<file path="src/inc/pvic_consts.svh">
// Purpose: Shared constants of the vectored interrupt controller
// Assumes: 8-bit register port, 250 MHz core clock
// Notes: Flag vector index = register number * 8 + bit position
`ifndef PVIC_CONSTS_SVH
`define PVIC_CONSTS_SVH

// Register addresses
`define PVIC_ADDR_CLR0 8'hda
`define PVIC_ADDR_CLR1 8'hdb
`define PVIC_ADDR_CLR2 8'hdc
`define PVIC_ADDR_MSK3 8'hde
`define PVIC_ADDR_MSK2 8'hdf
`define PVIC_ADDR_MSK0 8'he0
`define PVIC_ADDR_MSK1 8'he1
`define PVIC_REG_RESET 8'h00
`define PVIC_MSK2_USED 8'h7f
`define PVIC_SOFT_POST_BIT 7

// Flag vector layout
`define PVIC_NUM_BITS 24
`define PVIC_LVL_NONE 5'h1f
`define PVIC_BIT2LVL '{5'd1, 5'd2, 5'd3, 5'd4, 5'd5, 5'd7, 5'd25, 5'd6, \
  5'd8, 5'd9, 5'd10, 5'd11, 5'd12, 5'd13, 5'd14, 5'd15, \
  5'd16, 5'd17, 5'd18, 5'd19, 5'd20, 5'd21, 5'd0, 5'd0}
`define PVIC_BIT_USB 12
`define PVIC_BIT_PS2 19
`define PVIC_GPIO_BITS '{4, 7, 20, 21}

// Dispatch sequence, in cycles after the start edge
`define PVIC_DISP_CYCLES 13
`define PVIC_CYC_PCH 4'h1
`define PVIC_CYC_PCL 4'h3
`define PVIC_CYC_FLG 4'h5
`define PVIC_CYC_CLR 4'h7

// PS/2 data-low filter timing
`define PVIC_CLK_HZ 250000000
`define PVIC_SLOW_HZ 32000
`define PVIC_SLOW_DIV (`PVIC_CLK_HZ / `PVIC_SLOW_HZ)
`define PVIC_PS2_LOW_PERIODS 6

`endif

</file>
<file path="src/inc/pvic_pkg.sv">
// Purpose: Types of the vectored interrupt controller
// Assumes: Constants come from pvic_consts.svh
// Notes: Dispatch states are Gray coded along idle, save, load
package pvic_pkg;
  typedef enum logic [1:0] {
    pvic_st_idle = 2'b00,
    pvic_st_save = 2'b01,
    pvic_st_load = 2'b11
  } pvic_disp_state_t;
  typedef logic [4:0] pvic_level_t;
endpackage : pvic_pkg

</file>
<file path="src/inc/pvic_disp_if.sv">
// Purpose: Link between arbitration and the dispatch sequencer
// Assumes: One clock domain
// Notes: start is a one-cycle pulse, busy is a registered level
`timescale 1ns/1ps
interface pvic_disp_if;
  logic start;
  pvic_pkg::pvic_level_t win_lvl;
  logic busy;
  modport ctl (output start, output win_lvl, input busy);
  modport seq (input start, input win_lvl, output busy);
endinterface : pvic_disp_if

</file>
<file path="src/hdl/pvic_src_flag.sv">
// Purpose: One posted-interrupt flag
// Assumes: Set and clear are one-cycle pulses
// Notes: A set in the same cycle as a clear wins
`timescale 1ns/1ps
module pvic_src_flag (
  input wire logic i_clock,
  input wire logic i_resetn,
  input wire logic i_set,
  input wire logic i_clear,
  output logic o_flag
);
  // Posting beats clearing so an event is never lost
  always_ff @(posedge i_clock or negedge i_resetn) begin
    if (!i_resetn) begin
      o_flag <= 1'b0;
    end else if (i_set) begin
      o_flag <= 1'b1;
    end else if (i_clear) begin
      o_flag <= 1'b0;
    end
  end
endmodule : pvic_src_flag

</file>
<file path="src/hdl/pvic_dispatch.sv">
// Purpose: Thirteen-cycle interrupt dispatch sequencer
// Assumes: Core stalls while busy and performs pushes and loads
// Notes: Each action is a registered one-cycle pulse
`timescale 1ns/1ps
`include "pvic_consts.svh"
module pvic_dispatch (
  input wire logic i_clock,
  input wire logic i_resetn,
  pvic_disp_if.seq disp,
  input wire logic [15:0] i_pc,
  input wire logic [7:0] i_flags,
  output logic o_push_valid,
  output logic [7:0] o_push_data,
  output logic o_flags_clear,
  output logic o_pc_load,
  output logic [15:0] o_pc_value
);
  pvic_pkg::pvic_disp_state_t state_r;
  logic [3:0] cnt_r;
  logic [15:0] pc_r;
  logic [7:0] flags_r;
  pvic_pkg::pvic_level_t lvl_r;

  // Sequencer: busy spans exactly the dispatch window
  always_ff @(posedge i_clock or negedge i_resetn) begin
    if (!i_resetn) begin
      state_r <= pvic_pkg::pvic_st_idle;
      cnt_r <= 4'h0;
      disp.busy <= 1'b0;
    end else begin
      case (state_r)
        pvic_pkg::pvic_st_idle: begin
          cnt_r <= 4'h0;
          if (disp.start) begin
            state_r <= pvic_pkg::pvic_st_save;
            disp.busy <= 1'b1;
          end
        end
        pvic_pkg::pvic_st_save: begin
          cnt_r <= cnt_r + 4'h1;
          if (cnt_r == `PVIC_CYC_CLR) state_r <= pvic_pkg::pvic_st_load;
        end
        pvic_pkg::pvic_st_load: begin
          cnt_r <= cnt_r + 4'h1;
          if (cnt_r == 4'(`PVIC_DISP_CYCLES - 1)) begin
            state_r <= pvic_pkg::pvic_st_idle;
            disp.busy <= 1'b0;
          end
        end
        default: begin
          state_r <= pvic_pkg::pvic_st_idle;
          disp.busy <= 1'b0;
        end
      endcase
    end
  end

  // Snapshot of the interrupted context and the winner
  always_ff @(posedge i_clock or negedge i_resetn) begin
    if (!i_resetn) begin
      pc_r <= 16'h0000;
      flags_r <= 8'h00;
      lvl_r <= 5'h00;
    end else if (disp.start && state_r == pvic_pkg::pvic_st_idle) begin
      pc_r <= i_pc;
      flags_r <= i_flags;
      lvl_r <= disp.win_lvl;
    end
  end

  // Actions: high byte, low byte, flags, then flag clear and vector load
  always_ff @(posedge i_clock or negedge i_resetn) begin
    if (!i_resetn) begin
      o_push_valid <= 1'b0;
      o_push_data <= 8'h00;
      o_flags_clear <= 1'b0;
      o_pc_load <= 1'b0;
      o_pc_value <= 16'h0000;
    end else begin
      o_push_valid <= 1'b0;
      o_flags_clear <= 1'b0;
      o_pc_load <= 1'b0;
      if (state_r == pvic_pkg::pvic_st_save) begin
        case (cnt_r)
          `PVIC_CYC_PCH: begin
            o_push_valid <= 1'b1;
            o_push_data <= pc_r[15:8];
          end
          `PVIC_CYC_PCL: begin
            o_push_valid <= 1'b1;
            o_push_data <= pc_r[7:0];
          end
          `PVIC_CYC_FLG: begin
            o_push_valid <= 1'b1;
            o_push_data <= flags_r;
          end
          `PVIC_CYC_CLR: o_flags_clear <= 1'b1;
          default: o_push_data <= o_push_data;
        endcase
      end
      if (state_r == pvic_pkg::pvic_st_load && cnt_r == 4'(`PVIC_DISP_CYCLES - 1)) begin
        o_pc_load <= 1'b1;
        o_pc_value <= {8'h00, 1'b0, lvl_r, 2'b00};
      end
    end
  end
endmodule : pvic_dispatch

</file>
<file path="src/hdl/pvic_ctrl.sv">
// Purpose: Prioritized vectored interrupt controller, top level
// Assumes: Core pulses i_instr_done at each instruction boundary
// Notes: Core stalls while o_dispatch_busy is high
// Function
// - Levels 0..25, vector four times level; 0 reset, 22..24 reserved.
// - Each source's trigger sets its own posted flag.
// - Posted flag holds until taken or cleared by software.
// - Pending means posted and mask bit set.
// - Mask clear blocks pending only; flag and posting remain.
// - Encoder picks highest pending; taken only with global enable set.
// - Activation by trigger, by mask update, or by enable rising.
// - Dispatch waits for the current instruction to finish.
// - Dispatch is 13 cycles, pushes high PC, low PC, then flags.
// - Dispatch then clears the whole flag register.
// - High PC byte zeroed, low byte loaded with the vector.
// - Return restores PC and flags, which re-enables interrupts.
// - Pending requests after return dispatch before the next instruction; here after it, as enable is still low at the return boundary.
// - USB activity posts on K state or single-ended zero.
// - PS/2 data-low posts after 6 to 7 slow periods low.
// - Port interrupts post on edges.
// - Latency: remaining instruction, 13 dispatch, 7 long jump cycles.
// - Reading clear registers shows flags; writing zero clears.
// - Soft post enable lets written ones post sources.
//
// Chosen here: the plain strobed port and the placing of the registers.
`timescale 1ns/1ps
`include "pvic_consts.svh"
module pvic_ctrl #(
  parameter int SLOW_DIV = `PVIC_SLOW_DIV,
  parameter int GPIO_W = 8
) (
  input wire logic i_clock,
  input wire logic i_resetn,
  input wire logic [7:0] i_addr,
  input wire logic [7:0] i_wdata,
  input wire logic i_wr,
  input wire logic i_rd,
  output logic [7:0] o_rdata,
  input wire logic [`PVIC_NUM_BITS-1:0] i_src_event,
  input wire logic i_usb_dp,
  input wire logic i_usb_dm,
  input wire logic i_ps2_ps2_serial_data_pad,
  input wire logic i_ps2_input_mode,
  input wire logic [4*GPIO_W-1:0] i_gpio,
  input wire logic i_instr_done,
  input wire logic i_global_irq_enable,
  input wire logic [15:0] i_pc,
  input wire logic [7:0] i_flags,
  output logic o_dispatch_busy,
  output logic o_push_valid,
  output logic [7:0] o_push_data,
  output logic o_flags_clear,
  output logic o_pc_load,
  output logic [15:0] o_pc_value
);
  localparam int NB = `PVIC_NUM_BITS;
  localparam int DW = (SLOW_DIV > 2) ? $clog2(SLOW_DIV) : 1;
  localparam logic [4:0] BIT2LVL [0:NB-1] = `PVIC_BIT2LVL;
  localparam int GPIO_BIT [0:3] = `PVIC_GPIO_BITS;
  localparam logic [2:0] LOW_PERIODS = 3'(`PVIC_PS2_LOW_PERIODS);

  // Refuse settings the divider and port logic cannot serve
  if (SLOW_DIV < 2 || GPIO_W < 1) begin : g_bad_param
    $error("pvic_ctrl: SLOW_DIV must be >= 2 and GPIO_W >= 1");
  end

  logic [NB-1:0] mask_r;
  logic swen_r;
  logic [NB-1:0] flags;
  logic [NB-1:0] pending;
  logic [NB-1:0] hw_set;
  logic [NB-1:0] sw_set;
  logic [NB-1:0] sw_clr;
  logic [NB-1:0] take_vec;
  logic [4:0] win_bit;
  pvic_pkg::pvic_level_t win_lvl;
  logic req;
  logic usb_nonidle;
  logic [DW-1:0] div_cnt_r;
  logic tick_r;
  logic ps2_low;
  logic [2:0] low_cnt_r;
  logic ps2_post;
  logic [4*GPIO_W-1:0] gpio_prev_r;
  logic gpio_arm_r;
  logic [3:0] gpio_edge;
  logic [7:0] rdata_r;

  pvic_disp_if disp_if ();

  // Mask and soft-post enable registers
  always_ff @(posedge i_clock or negedge i_resetn) begin
    if (!i_resetn) begin
      mask_r <= {3{`PVIC_REG_RESET}};
      swen_r <= 1'b0;
    end else if (i_wr) begin
      case (i_addr)
        `PVIC_ADDR_MSK0: mask_r[7:0] <= i_wdata;
        `PVIC_ADDR_MSK1: mask_r[15:8] <= i_wdata;
        `PVIC_ADDR_MSK2: mask_r[23:16] <= i_wdata & `PVIC_MSK2_USED;
        `PVIC_ADDR_MSK3: swen_r <= i_wdata[`PVIC_SOFT_POST_BIT];
        default: swen_r <= swen_r;
      endcase
    end
  end

  // Clear-register writes: zeros clear, ones post only when soft posting is on
  always_comb begin
    sw_clr = '0;
    sw_set = '0;
    if (i_wr) begin
      case (i_addr)
        `PVIC_ADDR_CLR0: begin
          sw_clr[7:0] = ~i_wdata;
          sw_set[7:0] = i_wdata & {8{swen_r}};
        end
        `PVIC_ADDR_CLR1: begin
          sw_clr[15:8] = ~i_wdata;
          sw_set[15:8] = i_wdata & {8{swen_r}};
        end
        `PVIC_ADDR_CLR2: begin
          sw_clr[23:16] = ~i_wdata;
          sw_set[23:16] = i_wdata & {8{swen_r}};
        end
        default: sw_clr = '0;
      endcase
    end
  end

  // Read port: data valid only in the cycle after the strobe
  always_ff @(posedge i_clock or negedge i_resetn) begin
    if (!i_resetn) begin
      rdata_r <= 8'h00;
    end else begin
      rdata_r <= 8'h00;
      if (i_rd) begin
        case (i_addr)
          `PVIC_ADDR_CLR0: rdata_r <= flags[7:0];
          `PVIC_ADDR_CLR1: rdata_r <= flags[15:8];
          `PVIC_ADDR_CLR2: rdata_r <= flags[23:16];
          `PVIC_ADDR_MSK0: rdata_r <= mask_r[7:0];
          `PVIC_ADDR_MSK1: rdata_r <= mask_r[15:8];
          `PVIC_ADDR_MSK2: rdata_r <= mask_r[23:16];
          `PVIC_ADDR_MSK3: rdata_r <= {swen_r, 7'h00};
          default: rdata_r <= 8'h00;
        endcase
      end
    end
  end
  assign o_rdata = rdata_r;

  // USB lines leave idle: K has D+ high, SE0 has both low
  assign usb_nonidle = (i_usb_dp && !i_usb_dm) || (!i_usb_dp && !i_usb_dm);

  // Slow tick divider; a one-cycle enable avoids a second clock
  always_ff @(posedge i_clock or negedge i_resetn) begin
    if (!i_resetn) begin
      div_cnt_r <= '0;
      tick_r <= 1'b0;
    end else begin
      tick_r <= (div_cnt_r == DW'(SLOW_DIV - 1));
      div_cnt_r <= (div_cnt_r == DW'(SLOW_DIV - 1)) ? '0 : div_cnt_r + DW'(1);
    end
  end

  // Data-low filter: tick phase is unknown, so one extra tick is counted
  assign ps2_low = i_ps2_input_mode && !i_ps2_ps2_serial_data_pad;
  assign ps2_post = ps2_low && tick_r && (low_cnt_r == LOW_PERIODS);
  always_ff @(posedge i_clock or negedge i_resetn) begin
    if (!i_resetn) begin
      low_cnt_r <= 3'h0;
    end else if (!ps2_low) begin
      low_cnt_r <= 3'h0;
    end else if (tick_r && low_cnt_r <= LOW_PERIODS) begin
      low_cnt_r <= low_cnt_r + 3'h1; // Saturates, one post per low episode
    end
  end

  // Port edge detect; armed after the first sample to avoid a reset edge
  always_ff @(posedge i_clock or negedge i_resetn) begin
    if (!i_resetn) begin
      gpio_prev_r <= '0;
      gpio_arm_r <= 1'b0;
    end else begin
      gpio_prev_r <= i_gpio;
      gpio_arm_r <= 1'b1;
    end
  end
  always_comb begin
    gpio_edge = 4'h0;
    for (int p = 0; p < 4; p++) begin
      gpio_edge[p] = gpio_arm_r &&
        (i_gpio[p*GPIO_W +: GPIO_W] != gpio_prev_r[p*GPIO_W +: GPIO_W]);
    end
  end

  // Hardware posting: generic event pulses plus the built-in triggers
  always_comb begin
    hw_set = i_src_event;
    hw_set[`PVIC_BIT_USB] = i_src_event[`PVIC_BIT_USB] | usb_nonidle;
    hw_set[`PVIC_BIT_PS2] = i_src_event[`PVIC_BIT_PS2] | ps2_post;
    for (int p = 0; p < 4; p++) begin
      hw_set[GPIO_BIT[p]] = i_src_event[GPIO_BIT[p]] | gpio_edge[p];
    end
  end

  // Posted flags; the mask never touches them
  for (genvar g = 0; g < NB; g++) begin : g_flag
    pvic_src_flag u_flag (
      .i_clock(i_clock),
      .i_resetn(i_resetn),
      .i_set(hw_set[g] | sw_set[g]),
      .i_clear(sw_clr[g] | take_vec[g]),
      .o_flag(flags[g])
    );
  end

  assign pending = flags & mask_r;

  // Priority encoder: lowest level number wins; level 0 entries never win
  always_comb begin
    win_lvl = `PVIC_LVL_NONE;
    win_bit = 5'h00;
    req = 1'b0;
    for (int i = 0; i < NB; i++) begin
      if (pending[i] && BIT2LVL[i] != 5'h00 && BIT2LVL[i] < win_lvl) begin
        win_lvl = BIT2LVL[i];
        win_bit = 5'(i);
        req = 1'b1;
      end
    end
  end

  // Take only at an instruction boundary with global enable set; this also
  // covers mask updates, enable rising and the end of the first instruction after a return
  assign disp_if.start = req && i_global_irq_enable && i_instr_done && !disp_if.busy;
  assign disp_if.win_lvl = win_lvl;
  assign take_vec = disp_if.start ? (NB'(1) << win_bit) : '0;

  // Saved flags carry enable set, so a return re-arms the start term above
  pvic_dispatch u_dispatch (
    .i_clock(i_clock),
    .i_resetn(i_resetn),
    .disp(disp_if.seq),
    .i_pc(i_pc),
    .i_flags(i_flags),
    .o_push_valid(o_push_valid),
    .o_push_data(o_push_data),
    .o_flags_clear(o_flags_clear),
    .o_pc_load(o_pc_load),
    .o_pc_value(o_pc_value)
  );
  assign o_dispatch_busy = disp_if.busy;

  // Checking helpers
  logic [31:0] low_cycles_r;
  logic lower_pending;
  always_ff @(posedge i_clock or negedge i_resetn) begin
    if (!i_resetn) begin
      low_cycles_r <= 32'h0;
    end else begin
      low_cycles_r <= ps2_low ? low_cycles_r + 32'h1 : 32'h0;
    end
  end
  always_comb begin
    lower_pending = 1'b0;
    for (int i = 0; i < NB; i++) begin
      if (pending[i] && BIT2LVL[i] != 5'h00 && BIT2LVL[i] < disp_if.win_lvl) begin
        lower_pending = 1'b1;
      end
    end
  end
endmodule : pvic_ctrl

</file>
<file path="config.mk">
export PLATFORM = sky130hd
export DESIGN_NAME = pvic_ctrl
export DESIGN_NICKNAME = d
export VERILOG_FILES = /design/src/inc/pvic_pkg.sv /design/src/inc/pvic_disp_if.sv /design/src/hdl/pvic_src_flag.sv /design/src/hdl/pvic_dispatch.sv /design/src/hdl/pvic_ctrl.sv
export VERILOG_INCLUDE_DIRS = /design/src /design/src/inc
export SDC_FILE = /design/constraint.sdc
export NUM_CORES = 1
export LEC_CHECK = 0
export BUFFER_PORTS_ARGS = -buffer_cell sky130_fd_sc_hd__buf_2
export CAP_MARGIN = 10
export CORE_UTILIZATION = 55
export CTS_BUF_LIST = sky130_fd_sc_hd__clkbuf_16
export DETAILED_ROUTE_END_ITERATION = 8
export GPL_ROUTABILITY_DRIVEN = 0
export GPL_TIMING_DRIVEN = 0
export HOLD_SLACK_MARGIN = 0.08
export PLACE_DENSITY = 0.81
export SYNTH_ARGS = -nofsm -noshare
export SYNTH_HDL_FRONTEND = slang
export SYNTH_SLANG_ARGS = --single-unit
</file>
<file path="constraint.sdc">
create_clock -name i_clock -period 7.98 [get_ports i_clock]
set_input_delay 1.596 -clock i_clock [delete_from_list [all_inputs] [get_ports i_clock]]
set_output_delay 1.596 -clock i_clock [all_outputs]
set_load 0.02 [all_outputs]
</file>
Word level (Yosys, flattened, before mapping)
Index checks and enable logic that the tools add are counted.
Storage, ports and cells
  register bits: 158
  logic and storage cells: 371
  input bits: 106
  ROM bits: 0
  RAM bits: 0
  output and inout bits: 36
  memories: 0
  bits in latches: 0
Cells by class
  $mul: 0
  reduce and logical (&&, ||, !) cells: 77
  bitwise operators: 58
  order comparisons: 22
  multiplexer cells: 141
  shift-type cells: 1
  equality and inequality tests: 24
  div/mod/pow operators: 0
  $add $sub $neg: 3
Operator list (number)
  $mux 5: 40
  $mux 1: 78
  $mux 24: 3
  $eq 8x8->1 const B: 7
  $mux 8: 7
  $pmux 8 s7: 1
  $or 1x1->1: 54
  $reduce_bool 2->1: 25
  $lt 4x5->1 const A: 8
  $logic_and 1x1->1: 36
  $lt 5x5->1 const A: 7
  $ne 8x8->1: 4
  $pmux 8 s3: 1
  $shl 1x5->24 const A: 1
  $and 22x22->22: 1
  $lt 3x5->1 const A: 4
  $add 13x1->13 const B: 1
  $eq 13x13->1 const B: 1
  $mux 13: 1
  $lt 2x5->1 const A: 2
  $mux 2: 5
  $reduce_and 2->1: 5
  $and 8x8->8: 1
  $eq 4x3->1 const B: 2
  24 further kinds: 31

Logic depth before layout (Yosys ltp)
Gate-level depths: netlist of run 1.
  depth after elaboration: 72
  gate-level depth with buffers: 9
  gate-level depth less buffers: 7

By module
Synthesis of run 1 repeated with hierarchy kept, for this count alone.
Unflattened totals
  cells, all modules: 726
  area, all modules: 8136.6 um^2
By module, submodules not included
  pvic_ctrl: cells an instance 486, times used 1, area each 4952.2 um^2, seq. area each 2052.0 um^2
  pvic_dispatch: cells an instance 168, times used 1, area each 2313.5 um^2, seq. area each 1301.2 um^2
  pvic_src_flag: cells an instance 3, times used 24, area each 36.3 um^2, seq. area each 25.0 um^2

Worst setup path after synthesis of run 1
Ideal clock, no wire load.
  path type: in2reg
  from: in i_addr[4]
  to: reg mask_r[16]
  path buffers: 1
  cell stages on the path: 6
  setup slack: 4.870 ns
  library setup time: 0.125 ns
  required time: 7.855 ns
  data arrival time: 2.985 ns
  cell sequence: nor2b_1 > nand4_1 > nor2_1 > clkbuf_1 > nand4_1 > mux2_2
Between the ends
  cells in the longest elaborated chain, start to end: 2
Ends and longest elaborated chain
  start, declared: line pvic_ctrl.sv:34  | input wire logic [7:0] i_addr,
  $eq 8x8->1: line pvic_ctrl.sv:97  | case (i_addr)
  $reduce_and 2->1 (no source line)
  end signal, assigned: line pvic_ctrl.sv:94  | mask_r <= {3{`PVIC_REG_RESET}};
  end signal, assigned: line pvic_ctrl.sv:100  | `PVIC_ADDR_MSK2: mask_r[23:16] <= i_wdata & `PVIC_MSK2_USED;
  end, declared: line pvic_ctrl.sv:67  | logic [NB-1:0] mask_r;
Every way passes these cells.
A chain may end at the register's enable or synchronous reset.

Final worst setup path of run 1
  from: in i_addr[0]
  to: reg mask_r[21]
The elaborated chain is that of the path after synthesis.

==> results by group, run 1 <==
Global route
  – Number of global-route vias before repair: 6281
  – Initial antenna violation count: 0
  – Global-route wire length before repair: 31800 µm
  – Largest net degree at the start of global routing: 101
  – Total GRT Usage: 28.6%
  – Grt total ovfl: 0

Setup path
  – Crit path max fanout: 10
  – Critical Path RT: 8280 ps
  – Critical R2R Capture: u_dispatch.pc_r[10]
  – Kind of start point of the critical path: input port
  – FF-to-FF setup slack: 4740 ps
  – R2R cell count: 7
  – R2R Path Start: g_flag[0].u_flag.o_flag
  – CP startpoint: i_addr[0]
  – Critical Path AT: 4030 ps
  – Worst setup path end: mask_r[21]
  – Crit Path Class: input port to register
  – Crit. End Element: register

Yosys
  – Seq/Total Area, Yosys: 51.1%
  – Ys flop type: dfrtp_1
  – Post-Synthesis Mean Instance Area: 10.9 µm²
  – Main area contributors after synthesis: dfrtp_1, mux2_2, o21ai_0
  – Async SR Flop Fraction: 100%
  – Compound-Gate Fraction of Synth Area: 17.0%
  – Yosys warnings: 0
  – Post-synthesis xor/xnor area fraction: 4.98%
  – Adder-cell share of the synthesized area: 0.970%
  – Post-synthesis simple-gate area fraction: 12.4%
  – Synth Register Bits: 158
  – Top cells by count, synth: dfrtp_1, mux2_2, o21ai_0
  – Largest family of logic cells by synthesized area: compound AO/OA/AOI/OAI gates
  – Post-synthesis cell count: 712
  – Dominant cell type by area after synthesis: dfrtp_1
  – Number of synthesized flops with an enable pin: 0
  – Post-synth top area share: 51.1%
  – Synthesized cell area: 7740 µm²
  – Most common cell in the synthesized netlist: dfrtp_1
  – Cell variety after synth: 63
  – Post-synthesis mux area share: 10.5%

Clocking
  – CTS tree: done
  – Clk pin slew, worst setup/hold paths: 60 ps
  – Post CTS Setup Buffer Count: 0
  – # hold bufs at CTS: 0
  – Bufs on Longest Clock Path: 2
  – TritonCTS Buffers: 17
  – Worst-Skew Late Latency: 420 ps
  – Clk sinks: 158
  – CTS root buffer: clkbuf_16
  – CTS H-tree depth: 4
  – Post-cts sizing count: 0

Drt
  – Antenna Nets Post-Route: 0
  – Final WL: 19500 µm
  – First drt pass iteration count: 6
  – Routed length per instance: 18.4 µm
  – Detailed-route vias per instance: 6.04
  – Vias post-DR: 6413
  – # DRC: 0
  – 1st-iter DRT viols: 561

Pwr
  – NetSw: 699 µW
  – Internal Power: 1630 µW
  – Sw frac: 30.0%
  – Part of the power in the clock network: 34.2%
  – IR drop worst, VDD: 0.142 mV
  – Comb pwr share: 22.6%
  – Seq pwr share: 43.2%
  – Leak pwr: 0.00413 µW
  – Cell Pwr Density: 252 nW/µm²
  – Final Power: 2330 µW

Place
  – PortBufs: 129
  – DP Wirelength: 13800 µm

STA
  – RSZ-0062 raised after global routing: false
  – Hold Vio Cnt, Final: 0
  – Part of the cycle the worst path needs: 46.7%
  – Peak Freq: 269 MHz
  – Setup Total Neg Slack: 0 ps
  – Slew Viols, Final: 0
  – # setup viols final: 0
  – Worst Max-Slew Pin Slew: 942 ps
  – Worst Skew: 7.10 ps
  – Tmin final: 3720 ps
  – Worst slew margin: 36.7%

Finish
  – Antenna cells: 0
  – Fill cell count: 1067
  – Final nets: 984
  – Synth-to-layout area growth: 19.7%
  – Share of layout cells above drive strength 1: 28.2%

Floorplanning
  – Initial Util: 57.3%
  – CORE AREA: 13500 µm²
  – Die H: 121 µm
  – IO Pins: 142
  – Die area: 14600 µm²
  – Die width: 121 µm
  – Site Rows: 42

Run
  – # Max-Cap Violations: 0

Status
  – Status: finished clean

Worst hold path
  – Worst min-delay path class: register to register
flip-flops by register name, indices dropped and copies added, names as in the netlist, 8 cells and up:
signal	flops
mask_r	23
u_dispatch.pc_r	16
u_dispatch.flags_r	8
div_cnt_r	13
o_rdata	8
u_dispatch.o_push_data	8
gpio_prev_r	32
g_flag.u_flag.o_flag	24
cell families (layout without fill, tap and decap cells):
logic type | Yosys count | count (layout)
AOI/OAI and AO/OA | 195 | 195
and+or+nand+nor | 190 | 190
DFF | 158 | 158
muxes | 72 | 72
buffers and inverters | 45 | 208
xor gates and xnor gates | 44 | 44
adders and majority gates | 6 | 6
other | 2 | 12
power groups by stage:
stage	registers (µW)	logic, µW	clock network (µW)
after floorplan	1030	334	0
after global routing	1020	588	840
after global placement	1010	503	0
final	1010	528	798
after CTS	1010	525	809
after detailed placement	1020	521	0
worst min-delay path by stage:
stage | startpoint | to | slack (ps) | depth (start not counted)
after floorplan | div_cnt_r[0] | div_cnt_r[0] | 450 | 1
after global placement | u_dispatch.o_push_data[6] | u_dispatch.o_push_data[6] | 460 | 2
after detailed placement | u_dispatch.o_push_data[4] | u_dispatch.o_push_data[4] | 470 | 2
after CTS | u_dispatch.o_push_data[4] | u_dispatch.o_push_data[4] | 480 | 2
after global routing | div_cnt_r[0] | div_cnt_r[0] | 510 | 1
final | u_dispatch.o_push_data[4] | u_dispatch.o_push_data[4] | 480 | 2
placed cells by master, fill, tap and decap left out, types with 3 or more instances in the layout:
cell / netlist / routed
dfrtp_1: 158 / 158
buf_2: 1 / 129
mux2_2: 66 / 66
o21ai_0: 58 / 58
nand2_1: 52 / 52
a21oi_1: 35 / 35
nor2_1: 34 / 34
a22o_1: 26 / 26
xor2_1: 22 / 22
xnor2_1: 22 / 22
nand3_1: 21 / 21
clkbuf_16: 0 / 17
inv_1: 14 / 16
nor3_1: 15 / 15
a22oi_1: 15 / 15
a31oi_1: 14 / 14
nand2b_1: 13 / 13
clkbuf_1: 12 / 12
conb_1: 2 / 12
buf_4: 11 / 11
and2_1: 10 / 10
nor4_1: 10 / 9
nand4_1: 9 / 9
a311o_1: 8 / 8
nor2b_1: 7 / 7
ha_1: 6 / 6
mux2_1: 5 / 5
buf_1: 4 / 4
and3_1: 4 / 4
o211ai_1: 4 / 4
buf_6: 3 / 4
o22ai_1: 4 / 4
a211oi_1: 4 / 4
clkinv_2: 0 / 4
nand3b_1: 3 / 3
o21a_1: 3 / 3
clkinv_1: 0 / 3
bufinv_16: 0 / 3
worst max-delay path: stages:
cell	delay, ps
buf_2	130
buf_1	530
clkbuf_1	540
nand4_1	720
mux2_2	510
stage by stage:
| stage | instances | cell area, µm² | hold slack, ps | setup slack [ps] | utilization [%] |
|---|---|---|---|---|---|
| floorplan | 722 | 7780 | 447 | 4870 | - |
| global placement | 1027 | 8640 | 457 | 2990 | 64.0 |
| detailed placement | 1028 | 8680 | 466 | 3970 | 64.3 |
| CTS | 1060 | 9260 | 480 | 4410 | 68.6 |
| global route | 1061 | 9270 | 510 | 4160 | 68.6 |
| finish | 1061 | 9270 | 478 | 4260 | 68.6 |
per-layer routing:
| layer | vias up | track usage, % | wire length [µm] |
|---|---|---|---|
| met3 | 47 | 7.78 | 1870 |
| li1 | 2928 | - | - |
| met4 | 0 | 11.0 | 560 |
| met1 | 3060 | 38.5 | 8240 |
| met5 | - | 0 | 0 |
| met2 | 378 | 44.0 | 8810 |
area by class of cell:
cell class / count / area, µm² / share of cell area (%)
Sequential cell: 158 / 3950 / 42.7
Timing Repair Buffer: 131 / 684 / 7.39
Multi-Input combinational cell: 519 / 3600 / 38.8
Buffer: 31 / 181 / 1.96
Clock buffer: 17 / 425 / 4.59
Tap cell: 176 / 220 / 2.38
Inverter: 14 / 52.6 / 0.567
Clock inverter: 15 / 153 / 1.65
(Power assumes the default switching activity.)
==> inputs of run 2 (changes only) <==
--- a/config.mk
+++ b/config.mk
@@ -6,6 +6,7 @@
 export SDC_FILE = /design/constraint.sdc
 export NUM_CORES = 1
 export LEC_CHECK = 0
+export ABC_AREA = 1
 export BUFFER_PORTS_ARGS = -buffer_cell sky130_fd_sc_hd__buf_2
 export CAP_MARGIN = 10
 export CORE_UTILIZATION = 55
==> constraint.sdc (replaced) <==
create_clock -name i_clock -period 3.8 [get_ports i_clock]
set_input_delay 0.76 -clock i_clock [delete_from_list [all_inputs] [get_ports i_clock]]
set_output_delay 0.76 -clock i_clock [all_outputs]
set_load 0.02 [all_outputs]
==> results by group, run 2 <==
Status
  – Status: finished clean

Setup path
  – Worst setup path end: u_dispatch.pc_r[4]
  – Critical R2R Capture: u_dispatch.pc_r[4]
  – Kind of start point of the critical path: register
  – CP startpoint: mask_r[0]
  – Crit. End Element: register
  – R2R Path Start: mask_r[0]
  – Critical Path AT: 3240 ps
  – Critical Path RT: 4090 ps
  – Crit Path Class: register to register
  – Crit path max fanout: 10
  – R2R cell count: 17
  – FF-to-FF setup slack: 860 ps

Floorplanning
  – CORE AREA: 14100 µm²
  – Initial Util: 57.2%
  – Die width: 123 µm
  – Die area: 15100 µm²
  – Die H: 123 µm
  – Site Rows: 43
  – IO Pins: 142

Place
  – PortBufs: 128
  – Placed Instances: 1310
  – Place WS: 717 ps
  – DP Wirelength: 14900 µm

Finish
  – Synth-to-layout area growth: 20.2%
  – Antenna cells: 0
  – Most frequent cells in the layout: nand2_1, dfrtp_1, inv_1, buf_2, nor2_1
  – Commonest non-fill, non-tap cell in the layout: nand2_1
  – Max FFs per register: 32
  – Share of layout cells above drive strength 1: 17.8%
  – Final nets: 1261
  – Biggest register: gpio_prev_r
  – Top flop regs: gpio_prev_r x32, g_flag.u_flag.o_flag x24, mask_r x23
  – Non-Filler Instances: 1342

Global route
  – Largest net degree at the start of global routing: 96
  – Grt total ovfl: 0
  – Total GRT Usage: 28.7%
  – Number of global-route vias before repair: 6925
  – Initial antenna violation count: 0
  – Global-route wire length before repair: 32900 µm

Drt
  – Detailed-route vias per instance: 5.37
  – Final WL: 20400 µm
  – 1st-iter DRT viols: 565
  – Routed length per instance: 15.2 µm
  – First drt pass iteration count: 5
  – Antenna Nets Post-Route: 0
  – # DRC: 0
  – Vias post-DR: 7202

Yosys
  – Post-synth top area share: 49.1%
  – Synthesized cell area: 8060 µm²
  – Main area contributors after synthesis: dfrtp_1, nand2_1, inv_1
  – Yosys warnings: 0
  – Synth Register Bits: 158
  – Ys flop type: dfrtp_1
  – Cell variety after synth: 48
  – Top cells by count, synth: nand2_1, dfrtp_1, inv_1
  – Seq/Total Area, Yosys: 49.1%
  – Post-synthesis mux area share: 0.699%
  – Adder-cell share of the synthesized area: 0.932%
  – Compound-Gate Fraction of Synth Area: 12.4%
  – Dominant cell type by area after synthesis: dfrtp_1
  – Number of synthesized flops with an enable pin: 0
  – Post-Synthesis Mean Instance Area: 8.13 µm²
  – Async SR Flop Fraction: 100%
  – Largest family of logic cells by synthesized area: simple AND/OR/NAND/NOR gates
  – Most common cell in the synthesized netlist: nand2_1
  – Post-synthesis simple-gate area fraction: 24.4%
  – Post-synthesis xor/xnor area fraction: 2.94%
  – Post-synthesis cell count: 991

STA
  – Tmin final: 2940 ps
  – # setup viols final: 0
  – Worst Max-Slew Pin Slew: 1060 ps
  – Worst slew margin: 28.8%
  – Slew Viols, Final: 0
  – Worst Skew: 14.1 ps
  – Part of the cycle the worst path needs: 77.5%
  – Peak Freq: 340 MHz
  – Hold_ws: 306 ps
  – Hold Vio Cnt, Final: 0
  – Post-route worst setup slack: 856 ps
  – RSZ-0062 raised after global routing: false

Pwr
  – Cell Pwr Density: 556 nW/µm²
  – IR drop worst, VDD: 0.335 mV
  – Leak pwr: 0.00500 µW

Worst hold path
  – Worst min-delay path class: input port to async pin

Clocking
  – Bufs on Longest Clock Path: 2
  – Post CTS Setup Buffer Count: 0
  – Clk pin slew, worst setup/hold paths: 70 ps
  – # hold bufs at CTS: 0
  – Worst-Skew Late Latency: 440 ps
  – CTS H-tree depth: 4
  – CTS tree: done
  – TritonCTS Buffers: 17
  – CTS root buffer: clkbuf_16
  – Post-cts sizing count: 0
  – Clk sinks: 158

Run
  – # Max-Cap Violations: 0
## run 2: logic make-up (layout without fill, tap and decap cells)
family                     after synthesis  in the layout
muxes                                    5              5
xor gates and xnor gates                27             27
adders and majority gates                6              6
buffers and inverters                  184            345
AOI/OAI and AO/OA                      164            164
and+or+nand+nor                        445            445
DFF                                    158            158
other                                    2             12
## run 2: how the worst min path moves through the flow
stage | from | to | slack (ps) | cells past startpoint
2_1_floorplan | u_dispatch.lvl_r[2] | u_dispatch.lvl_r[2] | 440 | 2
3_3_place_gp | u_dispatch.lvl_r[2] | u_dispatch.lvl_r[2] | 460 | 2
3_5_place_dp | u_dispatch.lvl_r[2] | u_dispatch.lvl_r[2] | 470 | 2
4_1_cts | i_resetn | u_dispatch.pc_r[11] | 320 | 1
5_1_grt | i_resetn | u_dispatch.pc_r[11] | 360 | 1
6_report | i_resetn | u_dispatch.pc_r[7] | 310 | 1
## run 2: through the flow
stage,TNS [ps],total power (µW),utilization (%),instance area [µm²]
finish,0,5380,68.7,9680
global route,0,5650,68.7,9680
CTS,0,5390,68.7,9680
detailed placement,0,3380,63.8,8990
global placement,-56700,3330,63.6,8960
floorplan,0,3000,-,8090
## run 2: cell type report
cell class                      count  area (µm²)
Clock buffer                       17         425
Inverter                          156         586
Buffer                             28         181
Fill cell                        1157        4410
Tap cell                          180         225
Sequential cell                   158        3950
Multi-Input combinational cell    659        3370
Timing Repair Buffer              129         674
Clock inverter                     15         265
## run 2: worst max-delay path, cell delays in order, from the launching register on
cell     delay [ps]
dfrtp_1         400
nand2_1         130
nand2_2         100
nor2_4          120
nand4_2         110
nor2_4          180
nand4_2         150
nor2_4          180
nand4_4         130
nor2_8          180
o41ai_2         160
o21ai_1         120
inv_1            90
nand3_2         120
nand2_4         110
nor2_8          160
buf_2           220
o21ai_0         130
## run 2: where the power goes
| group | internal (µW) | leakage [µW] | switching (µW) |
|---|---|---|---|
| combinational | 450 | 0.00276 | 846 |
| clock | 1300 | 0.000338 | 699 |
| sequential | 1960 | 0.00190 | 130 |
| total | 3710 | 0.00500 | 1670 |
## run 2: per-layer routing
metal	vias up	global-route usage (%)	routed length [µm]
li1	3484	-	-
met1	3336	38.1	8670
met2	342	46.6	9600
met3	40	6.18	1670
met4	0	10.4	461
met5	-	0	0
==> inputs of run 3 (changes only) <==
--- a/config.mk
+++ b/config.mk
@@ -6,7 +6,7 @@
 export SDC_FILE = /design/constraint.sdc
 export NUM_CORES = 1
 export LEC_CHECK = 0
-export ABC_AREA = 1
+export ABC_AREA = 0
 export BUFFER_PORTS_ARGS = -buffer_cell sky130_fd_sc_hd__buf_2
 export CAP_MARGIN = 10
 export CORE_UTILIZATION = 55
==> constraint.sdc (replaced) <==
create_clock -name i_clock -period 2.85 [get_ports i_clock]
set_input_delay 0.57 -clock i_clock [delete_from_list [all_inputs] [get_ports i_clock]]
set_output_delay 0.57 -clock i_clock [all_outputs]
set_load 0.02 [all_outputs]
==> results by group, run 3 (synthesis gave the netlist of run 1 again) <==
Status
  – Status: finished clean

Pwr
  – Part of the power in the clock network: 33.7%
  – NetSw: 2010 µW
  – Comb pwr share: 23.7%
  – Leak pwr: 0.00419 µW
  – Seq pwr share: 42.6%
  – Cell Pwr Density: 702 nW/µm²
  – IR drop worst, VDD: 0.393 mV
  – Internal Power: 4620 µW
  – Sw frac: 30.3%

Clocking
  – TritonCTS Buffers: 17
  – # hold bufs at CTS: 0
  – Worst-Skew Late Latency: 420 ps
  – CTS H-tree depth: 4
  – CTS tree: done
  – Bufs on Longest Clock Path: 2
  – CTS root buffer: clkbuf_16
  – Clk sinks: 158
  – Clk pin slew, worst setup/hold paths: 60 ps

Global route
  – Number of global-route vias before repair: 6339
  – Total GRT Usage: 28.8%
  – Global-route wire length before repair: 32000 µm
  – Initial antenna violation count: 0
  – Grt total ovfl: 0
  – Largest net degree at the start of global routing: 101

Drt
  – # DRC: 0
  – First drt pass iteration count: 8
  – Detailed-route vias per instance: 6.16
  – 1st-iter DRT viols: 562
  – Final WL: 20000 µm
  – Vias post-DR: 6571
  – Antenna Nets Post-Route: 0
  – Routed length per instance: 18.7 µm

Finish
  – Max FFs per register: 32
  – Synth-to-layout area growth: 21.9%
  – Fill cell count: 1029
  – Non-Filler Instances: 1067
  – Finished Core Util: 69.8%
  – Area of the multi-input gates: 3700 µm²
  – Most frequent cells in the layout: dfrtp_1, buf_2, mux2_2, o21ai_0, nand2_1
  – Top flop regs: gpio_prev_r x32, g_flag.u_flag.o_flag x24, mask_r x23
  – Storage element area: 3960 µm²
  – Antenna cells: 0
  – Share of layout cells above drive strength 1: 30.9%
  – Biggest register: gpio_prev_r
  – Final nets: 990
  – Commonest non-fill, non-tap cell in the layout: dfrtp_1

Place
  – Place WS: -364 ps
  – DP Wirelength: 13800 µm
  – PortBufs: 129
  – Placed Instances: 1028

Floorplanning
  – Site Rows: 42
  – Die area: 14600 µm²
  – CORE AREA: 13500 µm²
  – IO Pins: 142
  – Die width: 121 µm
  – Die H: 121 µm
  – Initial Util: 57.3%

Setup path
  – Kind of start point of the critical path: register
  – Worst path most repeated cell: buf_6
  – Critical Path RT: 3160 ps
  – CP Depth: 8
  – Crit Path Class: register to register
  – Crit. End Element: register
  – CP bufs+invs: 2
  – Critical R2R Capture: u_dispatch.pc_r[10]
  – Crit path max fanout: 10
  – Top delay family on crit path: compound AO/OA/AOI/OAI gates
  – R2R Path Start: g_flag[8].u_flag.o_flag
  – Largest stage delay on the critical path: 590 ps
  – CP max stage cell: or4_4
  – Critical Path AT: 3070 ps
  – Crit path cell chain: a22o_4, or4_4, a211oi_4, nor2_2, a311oi_4, buf_6, buf_6, mux2_2
  – FF-to-FF setup slack: 90 ps
  – R2R cell count: 8

STA
  – Hold Vio Cnt, Final: 0
  – Slew Viols, Final: 0
  – Worst Max-Slew Pin Slew: 974 ps
  – RSZ-0062 raised after global routing: true
  – Part of the cycle the worst path needs: 97.0%
  – Post-route worst setup slack: 86.0 ps
  – Peak Freq: 362 MHz
  – Worst Skew: 6.94 ps
  – Tmin final: 2760 ps
  – # setup viols final: 0
  – Setup Total Neg Slack: 0 ps
  – Worst slew margin: 34.5%

Worst hold path
  – Worst min-delay path class: input port to async pin

Run
  – # Max-Cap Violations: 0
## run 3: changes by cell type in the layout (fill, tap and decap cells not counted), moves of 13 or more
cell      before  now
o21ai_0       75   58
mux2_2         5   66
inv_1        155   16
nand2_1      249   52
a21oi_1       15   35
xor2_1         3   22
o21bai_1      19    0
nand2b_1       0   13
a22o_1         2   23
nor2_1        88   33
nand3_1       47   19
## run 3: worst max path at each step
stage | from | end
2_1_floorplan | mask_r[0] | u_dispatch.pc_r[1]
3_3_place_gp | i_resetn | mask_r[10]
3_5_place_dp | mask_r[0] | u_dispatch.pc_r[10]
4_1_cts | g_flag[10].u_flag.o_flag | u_dispatch.pc_r[8]
5_1_grt | g_flag[5].u_flag.o_flag | g_flag[20].u_flag.o_flag
6_report | g_flag[8].u_flag.o_flag | u_dispatch.pc_r[10]
## run 3: area by class of cell
class | instances | share of cell area (%)
Sequential cell | 158 | 42.0
Multi-Input combinational cell | 519 | 39.3
Timing Repair Buffer | 137 | 7.80
Clock buffer | 17 | 4.51
Tap cell | 176 | 2.33
Buffer | 31 | 1.95
Clock inverter | 15 | 1.62
Inverter | 14 | 0.557
## run 3: what timing repair did
item,CTS,global route
endpoints found under the setup margin,50,43
setup buffers,5,1
pin swaps,3,3
gates resized for setup,4,25
gates cloned,1,0
## run 3: routing by layer
metal	global-route usage [%]	vias to the layer above	part of all wire (%)
li1	-	2950	-
met1	38.1	3135	41
met2	44.5	412	46
met3	8.30	74	10
met4	11.4	0	2.8
met5	0	-	0
## run 3: power by group through the flow
stage | logic (µW) | registers, µW | clock network [µW]
final | 1570 | 2830 | 2230
after global routing | 1730 | 2870 | 2350
after CTS | 1490 | 2820 | 2270
after detailed placement | 1460 | 2860 | 0
after global placement | 1410 | 2840 | 0
after floorplan | 935 | 2880 | 0
## run 3: worst register-to-register path: cells and delay by family, from the launching register on
family,cells,cell delay [ps]
AOI/OAI and AO/OA,3,830
and+or+nand+nor,2,690
DFF,1,440
muxes,1,360
buffers and inverters,2,330
## run 3: per-stage QoR
| step | hold slack, ps | area (µm²) | power (µW) |
|---|---|---|---|
| 2_1_floorplan | 274 | 7780 | 3820 |
| 3_3_place_gp | 457 | 8640 | 4250 |
| 3_5_place_dp | 466 | 8680 | 4320 |
| 4_1_cts | 119 | 9330 | 6580 |
| 5_1_grt | 147 | 9430 | 6940 |
| 6_report | 105 | 9430 | 6630 |
